`config.mk`:
```
export PLATFORM = sky130hd
export DESIGN_NAME = ivfr_core
export DESIGN_NICKNAME = d
export VERILOG_FILES = /design/src/rtl/ivfr_pkg.sv /design/src/rtl/ivfr_core.sv
export SDC_FILE = /design/constraint.sdc
export NUM_CORES = 1
export LEC_CHECK = 0
export BUFFER_PORTS_ARGS = -buffer_cell sky130_fd_sc_hd__buf_4
export CORE_MARGIN = 5
export CORE_UTILIZATION = 40
export DETAILED_ROUTE_END_ITERATION = 12
export PLACE_DENSITY = 0.61
export SLEW_MARGIN = 25
export SYNTH_ARGS = -nofsm -noshare
export SYNTH_HDL_FRONTEND = slang
export SYNTH_SLANG_ARGS = --single-unit
export TNS_END_PERCENT = 50
```
`constraint.sdc`:
```
create_clock -name clk -period 2 [get_ports clk]
set_clock_uncertainty 0.1 [all_clocks]
set_input_delay 0.2 -clock clk [delete_from_list [all_inputs] [get_ports clk]]
set_output_delay 0.2 -clock clk [all_outputs]
set_load 0.01 [all_outputs]
```
`src/rtl/ivfr_pkg.sv`:
```
// Package for the input voltage fault retry block: map, fields, timing, carriers
package ivfr_pkg;
  // Command codes of the two settings
  localparam logic [7:0] OFF_REACTION = 8'h56;
  localparam logic [7:0] OFF_UV_LIMIT = 8'h59;
  // Reset values
  localparam logic [7:0] REACTION_RST = 8'h00;
  localparam logic [15:0] UV_LIMIT_RST = 16'h0000;
  // Reaction byte fields
  localparam int ACT_HI = 7;
  localparam int ACT_LO = 6;
  localparam int CNT_HI = 5;
  localparam int CNT_LO = 3;
  localparam int GAP_HI = 2;
  localparam int GAP_LO = 0;
  localparam logic [1:0] ACT_IGNORE = 2'h0;
  localparam logic [1:0] ACT_DISABLE = 2'h2;
  localparam logic [2:0] CNT_NONE = 3'h0;
  localparam logic [2:0] CNT_ENDLESS = 3'h7;
  // Linear format layout, exponent minus three
  localparam int LIN_EXP_HI = 15;
  localparam int LIN_EXP_LO = 11;
  localparam int LIN_MAN_HI = 10;
  localparam logic [4:0] UV_EXP = 5'h1D;
  // Retry interval unit
  localparam int unsigned CLK_HZ = 10000000;
  localparam int unsigned RETRY_UNIT_MS = 200;
  localparam int unsigned RETRY_UNIT_CYC = RETRY_UNIT_MS * (CLK_HZ / 1000);

  typedef enum logic [1:0] {
    IVFR_IDLE,
    IVFR_RUN,
    IVFR_WAIT,
    IVFR_LATCH
  } ivfr_state_t;

  // Register access request from the command decoder
  typedef struct packed {
    logic wr;
    logic rd;
    logic [7:0] code;
    logic [15:0] wdata;
  } ivfr_req_t;

  // Status seen by the rest of the power stage
  typedef struct packed {
    logic out_en;
    logic ov_flag;
    logic uv_flag;
    logic exp_err;
    logic latched;
    logic [2:0] attempts;
  } ivfr_status_t;
endpackage

```
`src/rtl/ivfr_core.sv`:
```
// Input over-voltage reaction, restart sequencing and under-voltage limit
`timescale 1ns/1ps
`default_nettype none
module ivfr_core #(
  parameter int unsigned RETRY_CYC = ivfr_pkg::RETRY_UNIT_CYC
) (
  input wire logic clk,
  input wire logic rst_n,
  input wire ivfr_pkg::ivfr_req_t req,
  input wire logic ov_detect,
  input wire logic [15:0] vin_meas,
  input wire logic fault_clear,
  input wire logic on_cmd,
  input wire logic bias_ok,
  input wire logic other_fault,
  output logic [15:0] rdata_q,
  output ivfr_pkg::ivfr_status_t status_q
);
  import ivfr_pkg::*;

  logic [7:0] reaction_q;
  logic [15:0] uv_limit_q;
  ivfr_state_t st_q;
  logic [31:0] div_q;
  logic [2:0] units_q;
  logic on_ok;
  logic disable_mode;
  logic [2:0] cnt_cfg;
  logic [2:0] gap_cfg;
  logic ov_trip;
  logic give_up;
  logic attempt_go;
  logic restart_tmr;
  logic out_en_q;
  logic ov_flag_q;
  logic uv_flag_q;
  logic exp_err_q;
  logic latched_q;
  logic [2:0] attempts_q;

  // Decoded settings; unknown actions fall back to ignore
  assign cnt_cfg = reaction_q[CNT_HI:CNT_LO];
  assign gap_cfg = reaction_q[GAP_HI:GAP_LO];
  assign disable_mode = (reaction_q[ACT_HI:ACT_LO] == ACT_DISABLE);
  assign on_ok = on_cmd && bias_ok && !other_fault;
  assign ov_trip = (st_q == IVFR_RUN) && on_ok && ov_detect && disable_mode;
  // Out of retries: none allowed, or the finite budget used up
  assign give_up = (cnt_cfg == CNT_NONE) ||
                   ((cnt_cfg != CNT_ENDLESS) && (attempts_q >= cnt_cfg));
  assign attempt_go = (st_q == IVFR_WAIT) && on_ok && (units_q >= gap_cfg);
  // Timer starts at the first shutdown and at every attempt start
  assign restart_tmr = attempt_go || (ov_trip && (attempts_q == 3'h0));
  // One flop per status field, so each field has a single owning process
  assign status_q = '{out_en: out_en_q, ov_flag: ov_flag_q, uv_flag: uv_flag_q,
                      exp_err: exp_err_q, latched: latched_q, attempts: attempts_q};

  // Settings registers, written by command code
  always_ff @(posedge clk or negedge rst_n) begin
    if (!rst_n) begin
      reaction_q <= REACTION_RST;
      uv_limit_q <= UV_LIMIT_RST;
    end else if (req.wr) begin
      if (req.code == OFF_REACTION) begin
        reaction_q <= req.wdata[7:0];
      end else if (req.code == OFF_UV_LIMIT) begin
        uv_limit_q <= req.wdata;
      end
    end
  end

  // Read data; unmapped codes and unused upper bits read zero
  always_ff @(posedge clk or negedge rst_n) begin
    if (!rst_n) begin
      rdata_q <= 16'h0000;
    end else if (req.rd) begin
      case (req.code)
        OFF_REACTION: rdata_q <= {8'h00, reaction_q};
        OFF_UV_LIMIT: rdata_q <= uv_limit_q;
        default: rdata_q <= 16'h0000;
      endcase
    end
  end

  // Exponent check; a bad exponent is kept but flagged for the host
  always_ff @(posedge clk or negedge rst_n) begin
    if (!rst_n) begin
      exp_err_q <= 1'b0;
    end else if (req.wr && (req.code == OFF_UV_LIMIT)) begin
      exp_err_q <= (req.wdata[LIN_EXP_HI:LIN_EXP_LO] != UV_EXP);
    end
  end

  // Sequencer: run, wait out the interval, or latch off
  always_ff @(posedge clk or negedge rst_n) begin
    if (!rst_n) begin
      st_q <= IVFR_IDLE;
    end else if (!on_ok) begin
      st_q <= IVFR_IDLE;
    end else begin
      case (st_q)
        IVFR_IDLE: st_q <= IVFR_RUN;
        IVFR_RUN: begin
          if (ov_trip) begin
            st_q <= give_up ? IVFR_LATCH : IVFR_WAIT;
          end
        end
        IVFR_WAIT: begin
          if (attempt_go) begin
            st_q <= IVFR_RUN;
          end
        end
        IVFR_LATCH: begin
          if (fault_clear) begin
            st_q <= IVFR_IDLE;
          end
        end
        default: st_q <= IVFR_IDLE;
      endcase
    end
  end

  // Output enable follows the next state so it changes with the sequencer
  always_ff @(posedge clk or negedge rst_n) begin
    if (!rst_n) begin
      out_en_q <= 1'b0;
      latched_q <= 1'b0;
    end else if (!on_ok) begin
      out_en_q <= 1'b0;
      latched_q <= 1'b0;
    end else begin
      case (st_q)
        IVFR_IDLE: out_en_q <= 1'b1;
        IVFR_RUN: begin
          out_en_q <= !ov_trip;
          latched_q <= ov_trip && give_up;
        end
        IVFR_WAIT: out_en_q <= attempt_go;
        IVFR_LATCH: latched_q <= !fault_clear;
        default: out_en_q <= 1'b0;
      endcase
    end
  end

  // Attempt counter; cleared on fault clear or command off
  always_ff @(posedge clk or negedge rst_n) begin
    if (!rst_n) begin
      attempts_q <= 3'h0;
    end else if (!on_ok || fault_clear) begin
      attempts_q <= 3'h0;
    end else if (attempt_go && (attempts_q != 3'h7)) begin
      attempts_q <= attempts_q + 3'h1;
    end
  end

  // Interval timer; restarted so spacing runs start to start, not end to start
  always_ff @(posedge clk or negedge rst_n) begin
    if (!rst_n) begin
      div_q <= 32'h0;
      units_q <= 3'h0;
    end else if (restart_tmr) begin
      div_q <= 32'h0;
      units_q <= 3'h0;
    end else if (div_q >= 32'(RETRY_CYC - 1)) begin
      div_q <= 32'h0;
      if (units_q != 3'h7) begin
        units_q <= units_q + 3'h1;
      end
    end else begin
      div_q <= div_q + 32'h1;
    end
  end

  // Sticky fault flags; a new event wins over a clear in the same cycle
  always_ff @(posedge clk or negedge rst_n) begin
    if (!rst_n) begin
      ov_flag_q <= 1'b0;
      uv_flag_q <= 1'b0;
    end else begin
      if (ov_detect) begin
        ov_flag_q <= 1'b1;
      end else if (fault_clear) begin
        ov_flag_q <= 1'b0;
      end
      // Strictly below the limit; equal is not a fault
      if (vin_meas < {5'h00, uv_limit_q[LIN_MAN_HI:0]}) begin
        uv_flag_q <= 1'b1;
      end else if (fault_clear) begin
        uv_flag_q <= 1'b0;
      end
    end
  end

  // Helper: interval units counted on its own from each visible attempt start
  // It lags the real timer by one cycle, which makes the gap check exact
  logic hp_en_q;
  logic [31:0] hp_div_q;
  logic [3:0] hp_units_q;
  always_ff @(posedge clk or negedge rst_n) begin
    if (!rst_n) begin
      hp_en_q <= 1'b0;
      hp_div_q <= 32'h0;
      hp_units_q <= 4'h0;
    end else begin
      hp_en_q <= out_en_q;
      if (out_en_q && !hp_en_q) begin
        hp_div_q <= 32'h0;
        hp_units_q <= 4'h0;
      end else if (hp_div_q == 32'(RETRY_CYC - 1)) begin
        hp_div_q <= 32'h0;
        hp_units_q <= (hp_units_q == 4'hF) ? hp_units_q : hp_units_q + 4'h1;
      end else begin
        hp_div_q <= hp_div_q + 32'h1;
      end
    end
  end
endmodule // ivfr_core
`default_nettype wire

```
==> flow_summary.ini, run 1 <==
[run_status]
outcome = finished, final reports clean

[floorplan]
chipWidth_um = 114
dieArea_um2 = 13000
ioPinCount = 73
rows = 38
start_util_pct = 40.4
fp.dieH_um = 114
core-area_um2 = 10700

[sta]
hold_viol_final = 0
max_freq_ghz = 0.508
slew_headroom_pct = 65.4
fin_hold_ws_ns = 0.131
maxSlewViolCount = 0
final.period_utilization_pct = 98.5
timing.final.crit_period_ns = 1.97
setup_viol = 0
rsz0062_at_grt = yes
worstMarginPinSlew_ns = 0.519
final.setup.worst_slack_ns = 0.0305

[setup_path]
crit_chain = inv_1 > ha_1 > nand2_1 > o21a_1 > a221o_1 > a311oi_2 > a211oi_1
cp_num_cells = 7
cpMaxStageDelayCell = a221o_1
crit_arrival_ns = 2.12
endpoint_kind = flip-flop
cp_max_fo = 3
endpoint = st_q[0]$_DFFE_PN0P_
critPathRequiredTime_ns = 2.15
ff2ff_setup_slack_ns = 0.03
cpPeakStageDelay_ns = 0.38
critPathLaunch = reaction_q[2]$_DFFE_PN0P_
critPathLaunchType = flip-flop
reg2reg_depth = 7
rr_endpoint = st_q[0]$_DFFE_PN0P_
path_delay_family = compound AO/OA/AOI/OAI gates
r2r_start = reaction_q[2]$_DFFE_PN0P_
critPathKind = flip-flop to flip-flop
path_buf_inv = 1

[global_route]
grt_max_degree = 86
first_global_vias = 3274
track_usage_pct = 15.5
grt_pass1_wl_um = 15900
overflow = 0
antenna_found_initial = 0

[drt]
drtPass1Iterations = 4
ant_nets = 0
routed_wl_um = 9240
vias_per_cell = 4.91
dr_total_vias = 3142
drc_errors = 0
wl_per_cell_um = 14.4
drt_iter0_markers = 97

[cells_and_area]
nNetsFinal = 571
antenna_cells = 0
drive_gt1_share_pct = 31.2
stdcell_count = 640
design_area_um2 = 5500
area_delta_synth_final_pct = 27.1
final_common_cell = dfrtp_1
final_cell_mix = 85 x dfrtp_1, 79 x buf_4, 33 x inv_1
fillers = 959

[place]
pre_cts_ws_ns = 0.0674
portBuffers = 72
place_congestion = 0.803
dpl.hpwl_um = 6550
dp.cells = 605
postPlaceCellArea_um2 = 5080

[clock_network]
clkSlewWorstSetupHoldPaths_ns = 0.08
clk_latency_ns = 0.36
cts_max_path_buffers = 2
post_cts_buffers = 0
cts.sinks = 85
cts_buffers = 9
cts_root_buf = clkbuf_8
cts_max_level = 3
cts_tree = done

[power]
peakVddDrop_mv = 0.327
p_per_area_nw_per_um2 = 664
power_mw = 3.65
power.leakage_nw = 2.47

[synthesis]
syn_area_um2 = 4330
synthArstFlopShare_pct = 100
postSynthAreaPerCell_um2 = 11.0
synth_ff_type = dfrtp_1
yosys_warnings = 0
synth-edff-count = 0
synthCells = 392
synth.distinct_cells = 48
yosysSeqAreaShare_pct = 49.2
ys_ff_latch = 85

[job]
drv_cap = 0

[worst_hold_path]
holdCritPathClass = input pin to flip-flop
==> flip-flops by register name, summed over array words and instances, names as in the netlist <==
name,flops
attempts_q,3
div_q,32
exp_err_q,1
latched_q,1
out_en_q,1
ov_flag_q,1
rdata_q,16
reaction_q,8
st_q,2
units_q,3
uv_flag_q,1
uv_limit_q,16
==> report_power, final <==
| group | switching, mW | total (mW) | internal, mW |
|---|---|---|---|
| Sequential | 0.0600 | 1.86 | 1.80 |
| Clock | 0.616 | 1.22 | 0.603 |
| Combinational | 0.282 | 0.568 | 0.287 |
==> synthesized netlist by cell type (3+ instances only) <==
library cell   n  area share (%)
buf_4          5            0.87
inv_1         33             2.9
clkbuf_1       7            0.61
a31oi_1        3            0.43
a21o_1         6             1.0
nor4_1         3            0.43
a22oi_1        9             1.6
nand4_1        5            0.72
o21ai_0       21             2.4
nor3_2        21             4.9
nor3_1        10             1.2
nor2_1        18             1.6
mux2_2        24             6.2
xor2_1         7             1.4
and4_1         3            0.61
ha_1          26             7.5
buf_2          5            0.58
and2_1         5            0.72
dfrtp_1       85              49
nand2_1       14             1.2
xnor2_1       12             2.4
a21oi_1       14             1.6
nand3b_1       3            0.52
mux2i_1        6             1.4
nand3_1       16             1.9
a211oi_1       4            0.69
==> worst min path at each step <==
stage,from,endpoint,slack (ns),cells after the start
2_1_floorplan,rst_n,attempts_q[0]$_DFFE_PN0P_,-0.20,0
3_3_place_gp,rst_n,rdata_q[11]$_DFFE_PN0P_,0.18,2
3_5_place_dp,rst_n,rdata_q[12]$_DFFE_PN0P_,0.18,2
4_1_cts,vin_meas[13],uv_flag_q$_DFFE_PN0P_,0.11,5
5_1_grt,vin_meas[13],uv_flag_q$_DFFE_PN0P_,0.12,5
6_report,vin_meas[13],uv_flag_q$_DFFE_PN0P_,0.13,5
==> per-layer routing <==
metal  GRT usage [%]  part of all wire [%]  vias to the layer above
met1            20.0                    45                     1514
met5               0                     0                        -
met2            25.1                    51                       43
met4            7.60                   2.0                        0
met3            2.65                   3.0                       14
li1                -                     -                     1571
==> logic make-up (layout without fill, tap and decap cells) <==
family / count (synthesis) / in the layout / synth area share, %
DFF: 85 / 85 / 49.2
and+or+nand+nor: 113 / 113 / 16.7
xor gates and xnor gates: 19 / 19 / 3.85
other: 1 / 11 / 0.0867
adders and majority gates: 26 / 26 / 7.52
buffers and inverters: 52 / 150 / 5.44
muxes: 30 / 30 / 7.64
AOI/OAI and AO/OA: 66 / 66 / 9.63
==> through the flow <==
step           util, %  setup TNS [ns]
6_report          51.4               0
5_1_grt           51.4         -0.0543
4_1_cts           51.2               0
3_5_place_dp      47.5               0
3_3_place_gp      47.5               0
2_1_floorplan        -               0
==> timing repair <==
item                                   CTS  global route
hold buffers                            20             0
endpoints found under the hold margin  116             0
gates resized for setup                  0             5
setup endpoints to repair                0            25
==> cell type report <==
cell class | instances | area (µm²) | area share (%)
multi-input combinational | 265 | 2030 | 36.9
inverter | 33 | 124 | 2.25
clock buffer | 11 | 141 | 2.57
clock inverter | 4 | 48.8 | 0.888
timing repair buffer | 102 | 853 | 15.5
tap | 140 | 175 | 3.19
sequential | 85 | 2130 | 38.7
==> worst register-to-register path, cell delays in order, from the launching register on <==
cell      delay (ns)
dfrtp_1         0.37
inv_1           0.05
ha_1            0.31
nand2_1         0.10
o21a_1          0.21
a221o_1         0.38
a311oi_2        0.26
a211oi_1        0.08
Power figures use the tool's default switching activity.
==> inputs of run 2 (changes only) <==
Settings changed: MAX_ROUTING_LAYER from default to met4, RECOVER_POWER from default to 25.
==> flow_summary.ini, run 2 (synthesis gave the netlist of run 1 again) <==
[drt]
wl_per_cell_um = 14.4
ant_nets = 0
routed_wl_um = 9250
drtPass1Iterations = 4
dr_total_vias = 3119
drt_iter0_markers = 101
drc_errors = 0
vias_per_cell = 4.87

[setup_path]
crit_chain = inv_1 > ha_1 > nand2_1 > o21a_1 > a221o_1 > a311oi_2 > a211oi_1
critPathLaunch = reaction_q[2]$_DFFE_PN0P_
critPathLaunchType = flip-flop
r2r_start = reaction_q[2]$_DFFE_PN0P_
rr_endpoint = st_q[0]$_DFFE_PN0P_
crit_arrival_ns = 2.13
cp_max_fo = 3
cpMaxStageDelayCell = a221o_1
critPathRequiredTime_ns = 2.16
reg2reg_depth = 7
cpPeakStageDelay_ns = 0.38
ff2ff_setup_slack_ns = 0.03
endpoint_kind = flip-flop
critPathKind = flip-flop to flip-flop

[sta]
final.period_utilization_pct = 98.6
slew_headroom_pct = 23.5
worstMarginPinSlew_ns = 1.15
setup_viol = 0
maxSlewViolCount = 0
hold_viol_final = 0
timing.final.crit_period_ns = 1.97
rsz0062_at_grt = yes
max_freq_ghz = 0.507

[clock_network]
cts_root_buf = clkbuf_8
cts.sinks = 85
clk_latency_ns = 0.37
cts_tree = done
post_cts_buffers = 0
cts_buffers = 9
cts_max_level = 3
clkSlewWorstSetupHoldPaths_ns = 0.08
cts_max_path_buffers = 2

[run_status]
outcome = finished, final reports clean

[cells_and_area]
multi_input_area_um2 = 2030
final_common_cell = dfrtp_1
largest_reg_flops = 32
nNetsFinal = 571
reg_top3 = div_q (32), rdata_q (16), uv_limit_q (16)
largest-register = div_q
final_cell_mix = 85 x dfrtp_1, 78 x buf_4, 33 x inv_1
drive_gt1_share_pct = 31.2
design_area_um2 = 5480
area_delta_synth_final_pct = 26.8
final_util_pct = 51.3
antenna_cells = 0
fillers = 959
seqCellArea_um2 = 2130

[floorplan]
ioPinCount = 73
fp.dieH_um = 114
start_util_pct = 40.4
core-area_um2 = 10700
chipWidth_um = 114
dieArea_um2 = 13000
rows = 38

[worst_hold_path]
hold_end = uv_flag_q$_DFFE_PN0P_
min_from = vin_meas[13]
min_path_cells = 5
holdCritPathClass = input pin to flip-flop

[place]
postPlaceCellArea_um2 = 5080
portBuffers = 72
place_congestion = 0.814
dpl.hpwl_um = 6550

[global_route]
overflow = 0
first_global_vias = 3273
track_usage_pct = 16.0
grt_pass1_wl_um = 15900
grt_max_degree = 86
antenna_found_initial = 0

[power]
power.leakage_nw = 2.46
power_mw = 3.65
p_per_area_nw_per_um2 = 666
peakVddDrop_mv = 0.327

[job]
drv_cap = 0
==> run 2: cell types whose count changed in the layout (fill, tap and decap cells not counted) <==
cell / delta
clkbuf_4: +2
buf_12: -1
buf_4: -1
==> run 2: report_power, final <==
part	switching (mW)	leakage [nW]	internal, mW
clock network	0.624	0.0992	0.603
logic	0.279	1.23	0.282
registers	0.0593	1.13	1.80
total	0.962	2.46	2.69
==> run 2: how the worst max path moves through the flow <==
stage                               end  slack (ns)  cells past startpoint
floorplan           div_q[10]$_DFF_PN0_        0.11                      8
global placement    st_q[0]$_DFFE_PN0P_        0.17                      7
detailed placement  div_q[15]$_DFF_PN0_        0.07                      8
CTS                 div_q[18]$_DFF_PN0_        0.05                      8
global route        st_q[0]$_DFFE_PN0P_       -0.05                      7
finish              st_q[0]$_DFFE_PN0P_        0.03                      7
==> run 2: final cells by class <==
class | instances | share of cell area [%]
repair buffers | 102 | 15.3
flip-flops and latches | 85 | 38.8
clock buffers | 11 | 2.58
clock inverters | 4 | 0.890
well taps | 140 | 3.19
inverters | 33 | 2.26
multi-input cells | 265 | 37.0
==> run 2: repair_timing <==
item                                   CTS  global route
setup endpoints to repair                0            25
resized for setup                        0             5
hold buffers                            20             0
endpoints found under the hold margin  116             0
==> run 2: worst max-delay path: cells and delay by family, from the launching register on <==
family | cells | cell delay (ns)
AOI/OAI and AO/OA | 4 | 0.93
and+or+nand+nor | 1 | 0.10
DFF | 1 | 0.37
buffers and inverters | 1 | 0.05
adders and majority gates | 1 | 0.31
==> run 2: stage by stage <==
stage	hold slack, ns	TNS, ns	setup WS, ns	instances
finish	0.121	0	0.0272	640
global route	0.107	-0.0543	-0.0543	640
CTS	0.110	0	0.0524	640
detailed placement	0.184	0	0.0674	605
global placement	0.176	0	0.172	605
floorplan	-0.196	0	0.113	402
==> run 2: per-layer routing <==
layer | share of wire [%] | up-vias | track usage, %
met5 | 0 | - | -
met3 | 3.5 | 10 | 4.19
li1 | - | 1570 | -
met2 | 50 | 43 | 25.0
met4 | 1.7 | 0 | 5.70
met1 | 45 | 1496 | 20.2
==> inputs of run 3 (changes only) <==
Settings changed: CORE_UTILIZATION 40 to 45, PLACE_DENSITY 0.61 to 0.68, REMOVE_ABC_BUFFERS from default to 1.
==> flow_summary.ini, run 3 (synthesis gave the netlist of run 1 again) <==
[run_status]
outcome = finished, final reports clean

[drt]
routed_wl_um = 9000
vias_per_cell = 5.08
drtPass1Iterations = 4
ant_nets = 0
wl_per_cell_um = 14.3
drt_iter0_markers = 140
dr_total_vias = 3195
drc_errors = 0

[clock_network]
cts.sinks = 85
cts_tree = done
post_cts_buffers = 0
cts_root_buf = clkbuf_8
cts_max_level = 3
cts_buffers = 9
clkSlewWorstSetupHoldPaths_ns = 0.08
cts_max_path_buffers = 2
clk_latency_ns = 0.36

[job]
drv_cap = 0

[setup_path]
crit_chain = inv_1 > ha_1 > a21oi_1 > o21ai_1 > a21oi_2 > nor2_2 > buf_12 > nor3b_1
critPathLaunchType = flip-flop
rr_endpoint = div_q[1]$_DFF_PN0_
r2r_start = reaction_q[2]$_DFFE_PN0P_
critPathRequiredTime_ns = 2.17
path_buf_inv = 2
endpoint_kind = flip-flop
endpoint = div_q[1]$_DFF_PN0_
cpMaxStageDelayCell = dfrtp_1
cp_max_fo = 21
ff2ff_setup_slack_ns = 0.14
cpPeakStageDelay_ns = 0.37
path_delay_family = compound AO/OA/AOI/OAI gates
cp_num_cells = 8
crit_arrival_ns = 2.02
reg2reg_depth = 8
critPathKind = flip-flop to flip-flop
critPathLaunch = reaction_q[2]$_DFFE_PN0P_

[cells_and_area]
largest-register = div_q
final_common_cell = dfrtp_1
stdcell_count = 629
final_cell_mix = 85 x dfrtp_1, 74 x buf_4, 33 x inv_1
largest_reg_flops = 32
antenna_cells = 0
drive_gt1_share_pct = 30.4
reg_top3 = div_q (32), rdata_q (16), uv_limit_q (16)
final_util_pct = 58.7
area_delta_synth_final_pct = 26.5
design_area_um2 = 5470
nNetsFinal = 570

[floorplan]
fp.dieH_um = 108
rows = 35
chipWidth_um = 108
ioPinCount = 73
core-area_um2 = 9330
dieArea_um2 = 11700
start_util_pct = 46.4

[place]
dp.cells = 594
portBuffers = 72
place_congestion = 0.889
postPlaceCellArea_um2 = 5070
pre_cts_ws_ns = 0.121
dpl.hpwl_um = 6450

[worst_hold_path]
holdCritPathClass = input pin to flip-flop

[sta]
worstMarginPinSlew_ns = 0.942
timing.final.crit_period_ns = 1.86
rsz0062_at_grt = yes
fin_setup_tns_ns = 0
fin_hold_ws_ns = 0.0350
maxSlewViolCount = 0
hold_viol_final = 0
setup_viol = 0
final.period_utilization_pct = 92.9
final.setup.worst_slack_ns = 0.141
max_freq_ghz = 0.538
slew_headroom_pct = 37.2

[global_route]
track_usage_pct = 17.0
grt_max_degree = 50
antenna_found_initial = 0
first_global_vias = 3213
grt_pass1_wl_um = 15200
overflow = 0

[power]
power_mw = 3.70
power.leakage_nw = 2.46
peakVddDrop_mv = 0.404
p_per_area_nw_per_um2 = 677
run 3: cell types whose count changed in the layout (fill, tap and decap cells not counted), sizes merged:
| cell | previous run | this run |
|---|---|---|
| inv | 33 | 35 |
| clkinv | 3 | 2 |
| buf | 80 | 77 |
| clkbuf | 13 | 16 |
| dlygate4sd3 | 20 | 19 |
run 3: report_power, final:
group | leakage, nW | total, mW | switching, mW | internal (mW)
Combinational | 1.22 | 0.533 | 0.259 | 0.273
Clock | 0.111 | 1.31 | 0.654 | 0.660
Sequential | 1.13 | 1.86 | 0.0546 | 1.80
run 3: layer usage:
metal	wire length, µm	global-route usage [%]	vias to the layer above
met1	4290	22.4	1532
met2	4040	26.2	81
met5	0	-	-
li1	-	-	1573
met4	131	6.13	0
met3	539	3.22	9
run 3: worst reg2reg max path, delay by kind of cell, from the launching register on:
| kind | cells | cell delay (ns) |
|---|---|---|
| adders and majority gates | 1 | 0.30 |
| AOI/OAI and AO/OA | 3 | 0.51 |
| and+or+nand+nor | 2 | 0.26 |
| buffers and inverters | 2 | 0.23 |
| DFF | 1 | 0.37 |
run 3: how the worst min path moves through the flow:
stage / startpoint / end / slack (ns) / cells past startpoint
final: vin_meas[11] / uv_flag_q$_DFFE_PN0P_ / 0.04 / 4
after global routing: vin_meas[11] / uv_flag_q$_DFFE_PN0P_ / 0.05 / 4
after CTS: vin_meas[11] / uv_flag_q$_DFFE_PN0P_ / 0.02 / 4
after detailed placement: rst_n / rdata_q[4]$_DFFE_PN0P_ / 0.1 / 1
after global placement: rst_n / rdata_q[5]$_DFFE_PN0P_ / 0.08 / 1
after floorplan: rst_n / attempts_q[0]$_DFFE_PN0P_ / -0.20 / 0
run 3: timing repair:
action / 4_1_cts / 5_1_grt
hold buffers: 19 / 0
resized for setup: 0 / 3
endpoints found under the hold margin: 65 / 0
endpoints found under the setup margin: 0 / 3
run 3: final cells by class:
type,instances,area [µm²]
repair buffers,101,833
fillers,826,3850
clock inverters,5,65.1
well taps,129,161
flip-flops and latches,85,2130
clock buffers,11,151
inverters,33,124
multi-input cells,265,2010
